$ cat config.mk
export PLATFORM = sky130hd
export DESIGN_NAME = sdb_data_buffers
export DESIGN_NICKNAME = d
export VERILOG_FILES = /design/src/rtl/sdb_pkg.sv /design/src/rtl/sdb_data_buffers.sv
export SDC_FILE = /design/constraint.sdc
export NUM_CORES = 1
export LEC_CHECK = 0
export BUFFER_PORTS_ARGS = -buffer_cell sky130_fd_sc_hd__buf_2
export CORE_MARGIN = 2
export CORE_UTILIZATION = 40
export CTS_BUF_LIST = sky130_fd_sc_hd__clkbuf_4 sky130_fd_sc_hd__clkbuf_8
export CTS_CLUSTER_SIZE = 40
export DETAILED_ROUTE_END_ITERATION = 6
export GPL_TIMING_DRIVEN = 0
export PLACE_DENSITY = 0.63
export SYNTH_ARGS = -nofsm -noshare
export SYNTH_HDL_FRONTEND = slang
export SYNTH_SLANG_ARGS = --single-unit
$ cat constraint.sdc
create_clock -name mclk -period 8.39 [get_ports mclk]
set_clock_uncertainty 0.15 [all_clocks]
set_input_delay 2.0975 -clock mclk [delete_from_list [all_inputs] [get_ports mclk]]
set_output_delay 2.0975 -clock mclk [all_outputs]
set_load 0.005 [all_outputs]
$ cat src/rtl/sdb_pkg.sv
// Shared constants and carrier types for the serial data-buffer block.
package sdb_pkg;
    // Register bus geometry.
    localparam int ADDR_W = 8;
    localparam int BUS_W = 32;
    // Character geometry.
    localparam int DATA_W = 8;
    localparam int LEN_W = 3;
    // Byte offsets of the registers.
    localparam logic [ADDR_W-1:0] OFS_EMUL = 8'h00;
    localparam logic [ADDR_W-1:0] OFS_RXBUF = 8'h04;
    localparam logic [ADDR_W-1:0] OFS_TXBUF = 8'h08;
    localparam logic [ADDR_W-1:0] OFS_INTSET = 8'h0c;
    localparam logic [ADDR_W-1:0] OFS_FLAG = 8'h10;
    localparam logic [ADDR_W-1:0] OFS_CTRL = 8'h14;
    // Field positions.
    localparam int INT_TX_BIT = 8;
    localparam int INT_RX_BIT = 9;
    localparam int FLAG_RX_READY_BIT = 9;
    localparam int FLAG_TX_READY_BIT = 23;
    localparam int CTRL_SCI_BIT = 0;
    localparam int CTRL_LEN_LSB = 4;
    // Reset values, length limit and data mask.
    localparam logic [DATA_W-1:0] DATA_RESET = 8'h00;
    localparam logic [LEN_W-1:0] LEN_RESET = 3'h7;
    localparam logic [LEN_W-1:0] LEN_MAX = 3'h7;
    localparam logic [DATA_W-1:0] DATA_MASK = 8'hff;
    localparam logic [BUS_W-1:0] BUS_ZERO = 32'h0000_0000;
    // Depth of the transmit queue.
    localparam int FIFO_DEPTH = 32;

    // A character from the receive shift register, right-aligned.
    typedef struct packed {
        logic [LEN_W-1:0] len;
        logic [DATA_W-1:0] bits;
    } sdb_rxchar_t;

    // A character handed to the transmit shift register.
    typedef struct packed {
        logic [LEN_W-1:0] len;
        logic [DATA_W-1:0] data;
    } sdb_txchar_t;
endpackage

$ cat src/rtl/sdb_data_buffers.sv
// Receive, emulation and transmit data buffers with an APB slave and a transmit queue.
`timescale 1ns/1ps
`default_nettype none

// Synchronous FIFO with valid/ready on both sides.
module sdb_fifo #(
    parameter int Width = 11,
    parameter int Depth = 32
) (
    // Clock and reset.
    input wire logic mclk,
    input wire logic reset_n,
    // Filling side.
    input wire logic inValid,
    output logic inReady,
    input wire logic [Width-1:0] inData,
    // Draining side.
    output logic outValid,
    input wire logic outReady,
    output logic [Width-1:0] outData
);
    // Index width; the extra wrap bit tells a full queue from an empty one.
    localparam int PtrW = $clog2(Depth);

    logic [Width-1:0] mem [Depth];  // Storage words.
    logic [PtrW:0] wrPtr_q;  // Write pointer with wrap bit.
    logic [PtrW:0] rdPtr_q;  // Read pointer with wrap bit.
    logic pushEn;
    logic popEn;

    // Full when the indices match and the wrap bits differ.
    assign inReady = !((wrPtr_q[PtrW] != rdPtr_q[PtrW]) &&
                       (wrPtr_q[PtrW-1:0] == rdPtr_q[PtrW-1:0]));
    assign outValid = (wrPtr_q != rdPtr_q);
    assign pushEn = inValid && inReady;
    assign popEn = outValid && outReady;
    assign outData = mem[rdPtr_q[PtrW-1:0]];

    // Store the incoming word.
    always_ff @(posedge mclk) begin
        if (pushEn) begin
            mem[wrPtr_q[PtrW-1:0]] <= inData;
        end
    end

    // Advance the pointers.
    always_ff @(posedge mclk or negedge reset_n) begin
        if (!reset_n) begin
            wrPtr_q <= '0;
            rdPtr_q <= '0;
        end else begin
            if (pushEn) begin
                wrPtr_q <= wrPtr_q + 1'b1;
            end
            if (popEn) begin
                rdPtr_q <= rdPtr_q + 1'b1;
            end
        end
    end
endmodule // sdb_fifo

// Data-buffer stage of the serial interface.
module sdb_data_buffers #(
    parameter int FifoDepth = sdb_pkg::FIFO_DEPTH
) (
    // Clock and reset.
    input wire logic mclk,
    input wire logic reset_n,
    // APB slave.
    input wire logic psel,
    input wire logic penable,
    input wire logic pwrite,
    input wire logic [sdb_pkg::ADDR_W-1:0] paddr,
    input wire logic [sdb_pkg::BUS_W-1:0] pwdata,
    output logic [sdb_pkg::BUS_W-1:0] prdata,
    output logic pready,
    output logic pslverr,
    // Receive shift register side.
    input wire logic rxDone,
    input wire sdb_pkg::sdb_rxchar_t rxChar,
    // Transmit shift register side.
    output logic txValid,
    input wire logic txReady,
    output sdb_pkg::sdb_txchar_t txChar,
    // Configuration and events.
    output logic sciMode,
    output logic [sdb_pkg::LEN_W-1:0] charLen,
    output logic rxInt,
    output logic txInt
);
    logic [sdb_pkg::DATA_W-1:0] rxData_q;  // Receive storage shared by two views.
    logic rxReady_q;  // Receive-ready flag.
    logic [sdb_pkg::DATA_W-1:0] txData_q;  // Transmit buffer.
    logic txFull_q;  // Transmit buffer holds a byte not yet moved.
    logic transmit_ready_flag_q;  // Transmit-ready flag.
    logic rxIrqEn_q;  // Receive interrupt enable.
    logic txIrqEn_q;  // Transmit interrupt enable.
    logic sci_q;  // SCI-compatible mode.
    logic [sdb_pkg::LEN_W-1:0] len_q;  // Character length minus one.
    logic rxInt_q;  // Receive interrupt pulse.
    logic txInt_q;  // Transmit interrupt pulse.
    logic [sdb_pkg::BUS_W-1:0] prdata_q;  // Read data captured in setup.
    logic setupRd;
    logic accWr;
    logic accRd;
    logic mapped;
    logic charLoad;
    logic txMove;
    logic fifoReady;
    logic [sdb_pkg::DATA_W-1:0] rxAligned;
    logic [sdb_pkg::BUS_W-1:0] readMux;
    sdb_pkg::sdb_txchar_t pushChar;

    // Low-order mask holding len+1 ones.
    function automatic logic [sdb_pkg::DATA_W-1:0] lenMask(
        input logic [sdb_pkg::LEN_W-1:0] len);
        lenMask = sdb_pkg::DATA_MASK >> (sdb_pkg::LEN_MAX - len);
    endfunction

    // Bus phase decode; the slave never inserts wait states.
    assign setupRd = psel && !penable && !pwrite;
    assign accWr = psel && penable && pwrite;
    assign accRd = psel && penable && !pwrite;
    assign mapped = (paddr == sdb_pkg::OFS_EMUL) || (paddr == sdb_pkg::OFS_RXBUF) ||
                    (paddr == sdb_pkg::OFS_TXBUF) || (paddr == sdb_pkg::OFS_INTSET) ||
                    (paddr == sdb_pkg::OFS_FLAG) || (paddr == sdb_pkg::OFS_CTRL);
    assign pready = 1'b1;
    assign pslverr = psel && penable && !mapped;
    assign prdata = prdata_q;

    // Received bits moved to the top, low positions zero.
    assign rxAligned = (rxChar.bits & lenMask(rxChar.len)) << (sdb_pkg::LEN_MAX - rxChar.len);
    assign charLoad = rxDone && sci_q;

    // Transmit move waits out a write cycle so the flag never sees both events.
    assign txMove = txFull_q && sci_q && fifoReady &&
                    !(accWr && (paddr == sdb_pkg::OFS_TXBUF));
    assign pushChar.len = len_q;
    assign pushChar.data = txData_q & lenMask(len_q);

    assign sciMode = sci_q;
    assign charLen = len_q;
    assign rxInt = rxInt_q;
    assign txInt = txInt_q;

    // Read multiplexer; unmapped addresses read zero.
    always_comb begin
        readMux = sdb_pkg::BUS_ZERO;
        case (paddr)
            sdb_pkg::OFS_EMUL, sdb_pkg::OFS_RXBUF: begin
                readMux[sdb_pkg::DATA_W-1:0] = rxData_q;
            end
            sdb_pkg::OFS_TXBUF: begin
                readMux[sdb_pkg::DATA_W-1:0] = txData_q;
            end
            sdb_pkg::OFS_INTSET: begin
                readMux[sdb_pkg::INT_RX_BIT] = rxIrqEn_q;
                readMux[sdb_pkg::INT_TX_BIT] = txIrqEn_q;
            end
            sdb_pkg::OFS_FLAG: begin
                readMux[sdb_pkg::FLAG_RX_READY_BIT] = rxReady_q;
                readMux[sdb_pkg::FLAG_TX_READY_BIT] = transmit_ready_flag_q;
            end
            sdb_pkg::OFS_CTRL: begin
                readMux[sdb_pkg::CTRL_SCI_BIT] = sci_q;
                readMux[sdb_pkg::CTRL_LEN_LSB +: sdb_pkg::LEN_W] = len_q;
            end
            default: begin
                readMux = sdb_pkg::BUS_ZERO;
            end
        endcase
    end

    // Read data is captured in the setup cycle and held through the access.
    always_ff @(posedge mclk or negedge reset_n) begin
        if (!reset_n) begin
            prdata_q <= sdb_pkg::BUS_ZERO;
        end else if (setupRd) begin
            prdata_q <= readMux;
        end
    end

    // Configuration registers written in any mode.
    always_ff @(posedge mclk or negedge reset_n) begin
        if (!reset_n) begin
            sci_q <= 1'b0;
            len_q <= sdb_pkg::LEN_RESET;
            rxIrqEn_q <= 1'b0;
            txIrqEn_q <= 1'b0;
        end else if (accWr) begin
            if (paddr == sdb_pkg::OFS_CTRL) begin
                sci_q <= pwdata[sdb_pkg::CTRL_SCI_BIT];
                len_q <= pwdata[sdb_pkg::CTRL_LEN_LSB +: sdb_pkg::LEN_W];
            end
            if (paddr == sdb_pkg::OFS_INTSET) begin
                rxIrqEn_q <= pwdata[sdb_pkg::INT_RX_BIT];
                txIrqEn_q <= pwdata[sdb_pkg::INT_TX_BIT];
            end
        end
    end

    // Receive storage: a completed character wins over a bus write.
    always_ff @(posedge mclk or negedge reset_n) begin
        if (!reset_n) begin
            rxData_q <= sdb_pkg::DATA_RESET;
        end else if (charLoad) begin
            rxData_q <= rxAligned;
        end else if (accWr && sci_q && (paddr == sdb_pkg::OFS_RXBUF)) begin
            rxData_q <= pwdata[sdb_pkg::DATA_W-1:0];
        end
    end

    // Receive-ready flag: a load in the same cycle as a read keeps it set.
    always_ff @(posedge mclk or negedge reset_n) begin
        if (!reset_n) begin
            rxReady_q <= 1'b0;
        end else if (charLoad) begin
            rxReady_q <= 1'b1;
        end else if (accRd && (paddr == sdb_pkg::OFS_RXBUF)) begin
            rxReady_q <= 1'b0;
        end
    end

    // Interrupt pulses, one cycle after the event.
    always_ff @(posedge mclk or negedge reset_n) begin
        if (!reset_n) begin
            rxInt_q <= 1'b0;
            txInt_q <= 1'b0;
        end else begin
            rxInt_q <= charLoad && rxIrqEn_q;
            txInt_q <= txMove && txIrqEn_q;
        end
    end

    // Transmit buffer, writable only in SCI mode.
    always_ff @(posedge mclk or negedge reset_n) begin
        if (!reset_n) begin
            txData_q <= sdb_pkg::DATA_RESET;
        end else if (accWr && sci_q && (paddr == sdb_pkg::OFS_TXBUF)) begin
            txData_q <= pwdata[sdb_pkg::DATA_W-1:0];
        end
    end

    // Buffer occupancy and transmit-ready flag move together.
    always_ff @(posedge mclk or negedge reset_n) begin
        if (!reset_n) begin
            txFull_q <= 1'b0;
            transmit_ready_flag_q <= 1'b1;
        end else if (accWr && sci_q && (paddr == sdb_pkg::OFS_TXBUF)) begin
            txFull_q <= 1'b1;
            transmit_ready_flag_q <= 1'b0;
        end else if (txMove) begin
            txFull_q <= 1'b0;
            transmit_ready_flag_q <= 1'b1;
        end
    end

    // Queue between the transmit buffer and the transmit shift register.
    sdb_fifo #(
        .Width($bits(sdb_pkg::sdb_txchar_t)),
        .Depth(FifoDepth)
    ) txQueue (
        .mclk(mclk),
        .reset_n(reset_n),
        .inValid(txMove),
        .inReady(fifoReady),
        .inData(pushChar),
        .outValid(txValid),
        .outReady(txReady),
        .outData(txChar)
    );
endmodule // sdb_data_buffers

`default_nettype wire

* Word level (Yosys, flattened, before mapping) *
Memory sizes are Yosys's and may differ from the RTL's.
Cells that the tools add are included.

cells by class
  add/sub/neg operators = 4
  multiply operators = 0
  divide/modulo/power cells = 0
  order comparisons = 0
  equality and inequality tests = 8
  shift operators = 3
  mux-type cells = 17
  bitwise gates (word level) = 2
  reduce and logical (&&, ||, !) cells = 37

operator list
  cell                                                  number
  logical AND 1 bit                                     20
  bitwise AND 8 bit                                     2
  equality test 8 x 4 -> 1 bit (second input constant)  2
  equality test 8 x 5 -> 1 bit (second input constant)  2
  two-way mux 8 bit                                     2
  right shift 8 x 3 -> 8 bit (first input constant)     2
  adder 6 x 1 -> 6 bit (second input constant)          2
  two-way mux 1 bit                                     10
  case mux 3 bit (3 select lines)                       1
  equality test 8 x 3 -> 1 bit (second input constant)  1
  logical NOT 8 bit                                     1
  << shifter 8 x 3 -> 8 bit                             1
  != test 6 bit                                         1
  case mux 3 bit (2 select lines)                       1
  nonzero test 2 bit                                    3
  subtractor 3 bit (first input constant)               2
  equality test 5 bit                                   1
  logical NOT 1 bit                                     5
  logical OR 1 bit                                      5
  case mux 1 bit (2 select lines)                       2
  AND reduction 2 bit                                   2
  case mux 1 bit (3 select lines)                       1
  OR reduction 2 bit                                    1
  != test 1 bit                                         1

word-level totals
  bits in registers = 50
  bits in latches = 0
  memory bits (writable) = 352
  ROM bits = 0
  input bits = 58
  output and inout bits = 52
  logic and storage cells = 86
  memories kept = 1

memories
  memory       words  bits a word  rd ports  clocked after Yosys merged registers in  wr ports  RTL line                text
  txQueue.mem  32     11           1         0                                        1         sdb_data_buffers.sv:25  logic [Width-1:0] mem [Depth];

* Longest topological paths before layout *
Gate-level depths: netlist (run 1).

  depth in word-level cells = 8
  gate-level depth with buffers = 8
  gate-level depth less buffers = 5

* Modules after synthesis *
A second synthesis (run 1) with hierarchy kept.

second synthesis, totals
  cells, all modules = 1077
  area, all modules = 16727.3 um^2

by module, submodules not included
  module            times used  cells an instance  area an instance (um^2)
  sdb_fifo          1           844                14418.8
  sdb_data_buffers  1           233                2308.5

* Worst setup path before layout (run 1) *
No wires, ideal clock.

  kind = input to output
  start = input port paddr[5] in the netlist's numbering
  end = output port pslverr
  data arrival time = 2867 ps
  path slack = 3275 ps
  stages on the path = 3
  buffers on the path = 0
  path through = or3_4 nor3_1 a21oi_1

on the way
  cells in the longest elaborated chain, start to end = 8
  elaborated cells on any way between the ends = 13
  those cells by class = eq/ne: 5; reduce/logical: 8

RTL lines
  item                                                                      RTL line                 text
  start, declared                                                           sdb_data_buffers.sv:73   input wire logic [sdb_pkg::ADDR_W-1:0] paddr,
  equality test 8 x 3 -> 1 bit / logical NOT 8 bit (equally long branches)  sdb_data_buffers.sv:124  assign mapped = (paddr == sdb_pkg::OFS_EMUL) || (paddr == sdb_pkg::OFS_RXBUF) ||
  logical OR 1 bit (2 in series)                                            sdb_data_buffers.sv:124
  logical OR 1 bit (2 in series)                                            sdb_data_buffers.sv:125  (paddr == sdb_pkg::OFS_TXBUF) || (paddr == sdb_pkg::OFS_INTSET) ||
  logical OR 1 bit *                                                        sdb_data_buffers.sv:126  (paddr == sdb_pkg::OFS_FLAG) || (paddr == sdb_pkg::OFS_CTRL);
  logical NOT 1 bit *                                                       sdb_data_buffers.sv:128  assign pslverr = psel && penable && !mapped;
  logical AND 1 bit *                                                       sdb_data_buffers.sv:128
  end, declared                                                             sdb_data_buffers.sv:77   output logic pslverr,

Every way passes the cells marked *; elsewhere a longest branch is shown, timed or not.

==> results.md, run 1 <==
* CTS tree: done
* Drt first pass iters at 5
* Leak at 0.00733 µW
* # clock sinks at 402
* Tmin final at 6.17 ns
* Worst hold path type: reg -> reg
* Synth area leader: edfxtp_1
* Post-Syn Area per Cell at 17.9 µm²
* Initial Util at 40.3%
* # nets final at 1129
* Syn Inst Count at 913
* First-pass GRT wire length at 57.3 mm
* Top post-synthesis cells by count: edfxtp_1 (352), mux4_2 (65), mux2i_1 (61), nor2_1 (48), dfrtp_1 (46)
* Vias at 8921
* Num ports at 110
* # rows at 74
* Number of global-route vias before repair at 9093
* Starting DRT DRC Count at 752
* HPWL after DPL at 24.5 mm
* Max_slew headroom at 8.20%
* Post-synthesis instance area at 0.0163 mm²
* Final Hold Viols at 0
* Pwr dens at 265 mW/mm²
* Total Power at 4980 µW
* Crit path capture type: output pin
* Maximum vdd drop at 0.000135 V
* CTS clock-pin slew for the worst setup and hold paths at 0.06 ns
* Antenna Nets Post-Route at 0
* Cts hold-fix bufs at 0
* Cts bufs inserted at 68
* Die extent in x at 206 µm
* Layout area overhead at 14.9%
* WHS at 0.313 ns
* Post-synth EDFFs at 352
* Seq/Total Area, Yosys at 72.4%
* Ant diodes at 0
* Setup_tns at 0 ns
* Crit path kind: reg -> out
* Outcome: finished clean
* Wirelength, routed at 38.4 mm
* Die Y-Extent at 206 µm
* Placeable Area at 0.0406 mm²
* Largest net degree at the start of global routing at 51
* DR WL/cell at 23.3 µm
* Synth warnings at 0
* Top-count cell post-synth: edfxtp_1
* CP required at 6.14 ns
* Slew Limit Fails at 0
* Slew @ Worst Pin at 1.38 ns
* Post-CTS Resized at 0
* Main area contributors after synthesis: edfxtp_1 (65%), mux4_2 (9.0%), dfrtp_1 (7.0%), mux2i_1 (3.7%), buf_4 (1.4%)
* PortBufs at 62
* Gr usage total at 18.5%
* Postcts setup bufs at 0
* Routed vias/inst at 5.42
* H-tree depth at 3
* Initial antenna violation count at 0
* Crit path DAT at 3.93 ns
* Clk buf depth at 3
* GPL Wtd Cong at 0.853
* Worst Path Max Fanout at 10
* F_max at 162 MHz
* Synth Register Bits at 402
* Share of cells above drive strength 1 at 28.1%
* Ys async rst share at 12.4%
* Period Utilization, post-route at 73.6%
* Crit start category: register
* Netlist cell types at 59
* Final setup vio count at 0
* DRC Markers at 0
* Ys flop type: edfxtp_1
* Clk Latency, worst-skew pair at 0.59 ns
* Root Driver: clkbuf_8
* Grt ovf at 0
* RSZ-0062 raised after global routing: no
* Share of Yosys cell area claimed by the top area cell type at 64.7%
* Die area at 0.0425 mm²
* MaxCap Viol Count at 0
area by class of cell:
cell class                 count  area (µm²)
sequential                   402       11800
timing repair buffer          63         325
buffer                        73         400
clock inverter                25         226
multi-input combinational    453        4180
inverter                       5        18.8
tap                          532         666
fill                        3531       21800
clock buffer                  93        1140
per-layer routing:
metal / routed length [µm] / part of all wire [%] / GRT usage (%) / vias up
met2: 17900 / 47 / 29.0 / 371
met4: 992 / 2.6 / 6.25 / 0
met5: 0 / 0 / 0 / -
met3: 3160 / 8.2 / 4.43 / 66
met1: 16300 / 43 / 25.6 / 4542
li1: - / - / - / 3942
flip-flops by register name, indices dropped and copies added, names as in the netlist, 3 cells and up:
register,count
charLen,3
prdata,11
rxData_q,8
txData_q,8
txQueue.mem,352
txQueue.rdPtr_q,6
txQueue.wrPtr_q,6
path summary, 6_finish.rpt:
kind                       cells after the start  slack [ns]                from                end
min in group asynchronous                      1        1.60             reset_n              rxInt
max reg2reg                                    7        4.59  txQueue.rdPtr_q[0]  txQueue.mem[2][8]
max in group asynchronous                      1        5.76             reset_n        txData_q[5]
min                                            2        0.31           prdata[8]          prdata[8]
min reg2reg                                    2        0.31           prdata[8]          prdata[8]
max                                            8        2.22  txQueue.rdPtr_q[2]          txChar[6]
worst max-delay path, cell delays in order (launching register included):
cell and delay (ns):
dfrtp_1 0.35, buf_2 0.20, buf_1 0.36, nand3_1 0.27, clkbuf_1 0.49, o22ai_1 0.24
a2111oi_0 1.05, a21oi_1 0.16, buf_2 0.20
cells by family after synthesis:
family          synth area share (%)
fa+ha+maj                      0.383
flops                           72.4
simple gates                    4.74
mux                             14.0
compound gates                  5.02
buf+inv                         2.57
xor+xnor                       0.858
other cells                   0.0460
cells in the final DEF (no fill, tap or decap), types with 6 or more instances in the layout:
cell type / synthesis / routed
a21oi_1: 26 / 26
nand4_1: 8 / 8
o21ai_0: 7 / 7
nand3_1: 14 / 14
dfrtp_1: 46 / 46
buf_2: 8 / 70
nor3_1: 9 / 9
buf_1: 7 / 7
xnor2_1: 9 / 9
clkbuf_1: 27 / 27
buf_4: 31 / 31
and3_1: 7 / 6
a22o_1: 7 / 7
xor2_1: 7 / 7
edfxtp_1: 352 / 352
nand2_1: 32 / 32
conb_1: 2 / 22
clkbuf_4: 0 / 23
o221ai_1: 10 / 10
a22oi_1: 21 / 21
clkinv_1: 0 / 11
a2111oi_0: 7 / 7
mux2i_1: 61 / 61
nor2_1: 48 / 48
o22ai_1: 15 / 15
mux4_2: 65 / 65
clkbuf_8: 0 / 70
mux2_2: 19 / 19
report_power, final:
group / total [µW] / leakage, µW / switching (µW) / internal [µW]
clock: 1770 / 0.000712 / 763 / 1000
sequential: 2200 / 0.00465 / 25.7 / 2180
combinational: 1010 / 0.00197 / 640 / 373
total: 4980 / 0.00733 / 1430 / 3550
metrics by stage:
stage	std cells	instance area [µm²]	utilization, %	worst slack [ns]
after floorplan	933	16400	-	3.28
after global placement	1527	17400	42.9	2.75
after detailed placement	1528	17400	42.9	2.75
after CTS	1646	18800	46.3	2.12
after global routing	1646	18800	46.3	2.06
final	1646	18800	46.3	2.22
No activity file was read; power rests on OpenSTA's default activity.
==> inputs of run 2 (changes only) <==
PLACE_DENSITY = 0.65   (was 0.63)
clock period = 5.4 ns   (was 8.39 ns; I/O delays follow)
==> results.md, run 2 (synthesized netlist as in run 1, its figures left out) <==
* Slew Limit Fails at 0 (unchanged)
* Worst hold path type: reg -> reg
* Initial antenna violation count at 0 (unchanged)
* Maximum vdd drop at 0.000180 V (+33%)
* Setup_tns at 0 ns (unchanged)
* Root Driver: clkbuf_8
* Placeable Area at 0.0406 mm² (unchanged)
* Number of global-route vias before repair at 9139 (+0.51%)
* CTS tree: done
* RSZ-0062 raised after global routing: no
* # nets final at 1130 (+0.089%)
* Initial Util at 40.3% (unchanged)
* Number of flip-flops in the largest register at 352 (unchanged)
* Final setup vio count at 0 (unchanged)
* Max_slew headroom at 9.70% (+1.5 points)
* Gr usage total at 18.4% (-0.11 points)
* Leak at 0.00731 µW (-0.24%)
* Slew @ Worst Pin at 1.35 ns (-0.0225 ns)
* # rows at 74 (unchanged)
* Grt ovf at 0 (unchanged)
* Vias at 8973 (+0.58%)
* Clk Latency, worst-skew pair at 0.57 ns (-0.02 ns)
* R2r setup slk at 1.46 ns (-3.13 ns)
* DR WL/cell at 23.3 µm (-0.34%)
* MaxCap Viol Count at 0 (unchanged)
* # clock sinks at 402 (unchanged)
* Fillers at 3533 (+0.057%)
* CTS clock-pin slew for the worst setup and hold paths at 0.06 ns (about the same)
* Area occupied by multi-input gates at 0.00420 mm² (+0.48%)
* Die extent in x at 206 µm (unchanged)
* Sequential Area at 0.0118 mm² (unchanged)
* WHS at 0.333 ns (+0.0197 ns)
* Ant diodes at 0 (unchanged)
* Cts bufs inserted at 67 (-1.5%)
* H-tree depth at 3 (unchanged)
* Period Utilization, post-route at 95.0%
* Crit path DAT at 3.63 ns (-0.30 ns)
* Crit start category: register
* Postcts setup bufs at 0 (unchanged)
* Total Power at 7580 µW (+52%)
* Largest net degree at the start of global routing at 51 (unchanged)
* Pwr dens at 405 mW/mm² (+53%)
* Tmin final at 5.13 ns
* Routed vias/inst at 5.45 (+0.52%)
* CP required at 3.90 ns (-2.24 ns)
* Crit path kind: reg -> out
* Die Y-Extent at 206 µm (unchanged)
* Die area at 0.0425 mm² (unchanged)
* Outcome: finished clean
* Drt first pass iters at 5 (unchanged)
* Final Hold Viols at 0 (unchanged)
* HPWL after DPL at 24.5 mm (+0.14%)
* Share of cells above drive strength 1 at 28.1% (about the same)
* Crit path capture type: output pin
* Starting DRT DRC Count at 818 (+8.8%)
* Most common cell after layout, fill and taps aside: edfxtp_1
* Most frequent cells in the layout: edfxtp_1 (352), buf_2 (70), clkbuf_8 (69)
* Clk buf depth at 3 (unchanged)
* DRC Markers at 0 (unchanged)
* Num ports at 110 (unchanged)
* First-pass GRT wire length at 56.9 mm (-0.66%)
* GPL Wtd Cong at 0.833 (-2.3%)
* PortBufs at 62 (unchanged)
* Layout area overhead at 14.6%
* F_max at 195 MHz
* Antenna Nets Post-Route at 0 (unchanged)
* Wirelength, routed at 38.3 mm (-0.28%)
* Worst Path Max Fanout at 10 (unchanged)
run 2: cell count changes in the layout (fill, tap and decap cells not counted), moves of 2 or more:
cell,before,now
a2111oi_0,7,1
bufinv_16,4,0
clkbuf_4,23,27
a2111oi_1,0,3
a2111oi_2,0,3
clkinvlp_4,3,0
clkinv_1,11,13
inv_6,2,4
run 2: worst paths after layout:
path / startpoint / end / depth (start not counted)
worst max-delay path: txQueue.rdPtr_q[2] / txChar[5] / 8
worst min-delay path: prdata[8] / prdata[8] / 2
worst max register to register: txQueue.wrPtr_q[4] / txQueue.mem[9][9] / 6
worst min register to register: prdata[8] / prdata[8] / 2
max in group asynchronous: reset_n / txData_q[5] / 1
min in group asynchronous: reset_n / rxInt / 1
run 2: power by group:
group | internal [µW] | switching (µW) | leakage [µW]
clock network | 1380 | 1180 | 0.000674
logic | 593 | 1000 | 0.00199
registers | 3380 | 39.9 | 0.00465
run 2: cell type report:
class	count	area share (%)
buffer	73	2.14
tap	532	3.55
clock buffer	96	6.15
multi-input combinational	453	22.4
sequential	402	63.2
clock inverter	21	0.555
inverter	5	0.100
timing repair buffer	65	1.94
run 2: metrics by stage:
| stage | util, % | std cells | cell area (µm²) | setup WS (ns) |
|---|---|---|---|---|
| global route | 46.2 | 1647 | 18700 | 0.0620 |
| finish | 46.2 | 1647 | 18700 | 0.270 |
| floorplan | - | 933 | 16400 | 1.78 |
| CTS | 46.1 | 1647 | 18700 | 0.0128 |
| global placement | 42.9 | 1527 | 17400 | 0.296 |
| detailed placement | 43.0 | 1530 | 17400 | 0.477 |
run 2: repair_timing:
item | CTS | global route
resized for setup | 3 | 5
hold buffers | 0 | 0
cloned | 0 | 0
endpoints found under the setup margin | 3 | 5
run 2: per-layer routing:
| metal | up-vias | track usage, % | part of all wire, % |
|---|---|---|---|
| li1 | 3947 | - | - |
| met1 | 4595 | 26.0 | 44 |
| met2 | 372 | 28.7 | 47 |
| met3 | 59 | 3.82 | 6.8 |
| met4 | 0 | 6.05 | 2.4 |
| met5 | - | 0 | 0 |
run 2: worst max-delay path, cell delays in order (launching register included):
cell and delay, ns:
dfrtp_1 0.35, buf_2 0.19, buf_1 0.37, nand3_1 0.27
clkbuf_1 0.47, o22ai_1 0.23, a2111oi_1 0.82, a21oi_1 0.16
buf_2 0.19
==> inputs of run 3 (changes only) <==
CORE_UTILIZATION = 57   (was 40)
CTS_CLUSTER_SIZE = 20   (was 40)
PLACE_DENSITY = 0.85   (was 0.65)
==> results.md, run 3 (synthesized netlist as in run 1, its figures left out) <==
* Outcome: finished clean
* Num ports at 110 (unchanged)
* Most common cell after layout, fill and taps aside: edfxtp_1
* Max_slew headroom at 10.6% (+0.85 points)
* Worst Hold Depth at 2 (unchanged)
* First-pass GRT wire length at 55.0 mm (-3.3%)
* Placeable Area at 0.0280 mm² (-31%)
* RSZ-0062 raised after global routing: no
* Ant diodes at 0 (unchanged)
* CTS clock-pin slew for the worst setup and hold paths at 0.07 ns (about the same)
* Number of global-route vias before repair at 9151 (+0.13%)
* Crit Reg-Reg Endpoint: txQueue.mem[24][5]
* Routed vias/inst at 6.23 (+14%)
* Wirelength, routed at 36.7 mm (-4.1%)
* Period Utilization, post-route at 95.4% (+0.37 points)
* Hold path startpoint: prdata[8]
* Worst Path Max Fanout at 10 (unchanged)
* Gr usage total at 24.5% (+6.1 points)
* Largest net degree at the start of global routing at 51 (unchanged)
* Worst Hold End: prdata[8]
* Crit start category: register
* Share of cells above drive strength 1 at 26.8% (-1.2 points)
* Clock Power Share at 32.2% (-1.6 points)
* Pwr dens at 400 mW/mm² (-1.2%)
* Starting DRT DRC Count at 1107 (+35%)
* Slowest CP cell: a2111oi_1
* Final Hold Viols at 0 (unchanged)
* MaxCap Viol Count at 0 (unchanged)
* # rows at 61 (-18%)
* HPWL after DPL at 23.7 mm (-3.3%)
* Cts hold-fix bufs at 0 (unchanged)
* CTS tree: done
* Combinational Power Share at 21.2% (+0.2 points)
* Clk Latency, worst-skew pair at 0.61 ns (+0.04 ns)
* Root Driver: clkbuf_8
* GPL Wtd Cong at 0.901 (+8.1%)
* R2r setup slk at 1.52 ns (+0.06 ns)
* Fillers at 1818 (-49%)
* DRC Markers at 0 (unchanged)
* Total Power at 7350 µW (-3.0%)
* Worst r2r path cells at 7 (+1)
* Antenna Nets Post-Route at 0 (unchanged)
* Sw Pwr at 2140 µW (-3.7%)
* Slew @ Worst Pin at 1.34 ns (-0.0128 ns)
* Worst R2R Start: txQueue.rdPtr_q[0]
* # nets final at 1120 (-0.88%)
* Most used cell, CP: buf_4
* Most frequent cells in the layout: edfxtp_1 (352), buf_2 (70), mux4_2 (65)
* Drt first pass iters at 5 (unchanged)
* Clk buf depth at 3 (unchanged)
* Sequential Power Share at 46.6% (+1.4 points)
* DR WL/cell at 24.8 µm (+6.6%)
* Crit-path cells: buf_2 -> buf_4 -> buf_4 -> buf_4 -> mux2i_1 -> o22ai_1 -> a2111oi_1 -> a21oi_1 -> buf_2
* Postcts setup bufs at 0 (unchanged)
* Die extent in x at 173 µm (-16%)
* H-tree depth at 2 (-1)
* Crit path capture type: output pin
* Tmin final at 5.15 ns (+0.0199 ns)
* Layout area overhead at 12.4%
* F_max at 194 MHz (-0.39%)
* Vias at 9224 (+2.8%)
* Maximum vdd drop at 0.000248 V (+38%)
* Bufs and invs on worst path at 5 (+1)
* Slew Limit Fails at 0 (unchanged)
* CP required at 3.90 ns (about the same)
* Number of flip-flops in the largest register at 352 (unchanged)
* WHS at 0.320 ns (-0.0133 ns)
* Initial antenna violation count at 0 (unchanged)
* Leak at 0.00723 µW (-1.2%)
* Worst hold path type: reg -> reg
* Switch share at 29.2% (-0.21 points)
* Crit path DAT at 3.65 ns (+0.02 ns)
* PortBufs at 62 (unchanged)
* Cts bufs inserted at 59 (-12%)
* Initial Util at 58.3% (+18 points)
* CP peak stage delay at 0.85 ns (+0.03 ns)
* Grt ovf at 0 (unchanged)
* Crit path kind: reg -> out
* Final setup vio count at 0 (unchanged)
* Setup_tns at 0 ns (unchanged)
* Die Y-Extent at 173 µm (-16%)
* CP top delay family: buffers and inverters
* Die area at 0.0300 mm² (-29%)
* Int Pwr at 5200 µW (-2.8%)
* # clock sinks at 402 (unchanged)
## run 3: changes by cell type in the layout (fill, tap and decap cells not counted), moves of 2 or more
cell,previous run,this run
clkbuf_4,27,18
clkbuf_8,69,62
a2111oi_1,3,6
a2111oi_2,3,0
clkinv_1,13,16
clkinv_2,4,6
inv_6,4,2
## run 3: power by group through the flow
stage	logic [µW]	registers [µW]	clock network, µW
after floorplan	1020	3470	0
after global placement	1500	3480	0
after detailed placement	1540	3490	0
after CTS	1550	3420	2380
after global routing	1660	3430	2520
final	1560	3420	2360
## run 3: layout make-up
cell class	instances	area (µm²)	share of cell area, %
Sequential cell	402	11800	64.4
Multi-Input combinational cell	453	4180	22.8
Clock buffer	80	988	5.38
Tap cell	378	473	2.57
Buffer	73	400	2.18
Timing Repair Buffer	63	325	1.77
Clock inverter	27	158	0.858
Inverter	5	18.8	0.102
## run 3: worst min-delay path, cell delays in order (launching register included)
cell and delay (ns):
dfrtp_1 0.34, nand2_1 0.05, nand2_1 0.05
## run 3: per-stage QoR
stage	cells	util, %	cell area, µm²	setup WS, ns
after CTS	1481	65.6	18400	0.0408
after global routing	1481	65.6	18400	0.115
after floorplan	933	-	16400	1.78
final	1481	65.6	18400	0.250
after global placement	1373	61.4	17200	0.732
after detailed placement	1374	61.5	17200	0.655
## run 3: worst max path at each step
| stage | from | end | slack [ns] | cells after the start |
|---|---|---|---|---|
| floorplan | paddr[5] | pslverr | 1.78 | 3 |
| global placement | txQueue.rdPtr_q[0] | txChar[3] | 0.73 | 7 |
| detailed placement | txQueue.rdPtr_q[0] | txChar[1] | 0.66 | 9 |
| CTS | txQueue.rdPtr_q[0] | txChar[4] | 0.04 | 9 |
| global route | txQueue.rdPtr_q[0] | txChar[5] | 0.11 | 9 |
| finish | txQueue.rdPtr_q[0] | txChar[4] | 0.25 | 9 |
## run 3: metal layers
metal  share of wire (%)  vias up  routed length, µm  track usage, %
met5                   0        -                  0               0
met4                 3.5        0               1280            9.36
met3                  11       90               4190            7.21
met2                  46      646              17000            37.3
met1                  39     4561              14300            33.9
li1                    -     3927                  -               -
## run 3: repair_timing
item | CTS | global route
pin swaps | 0 | 0
resized for setup | 1 | 5
endpoints found under the setup margin | 1 | 5
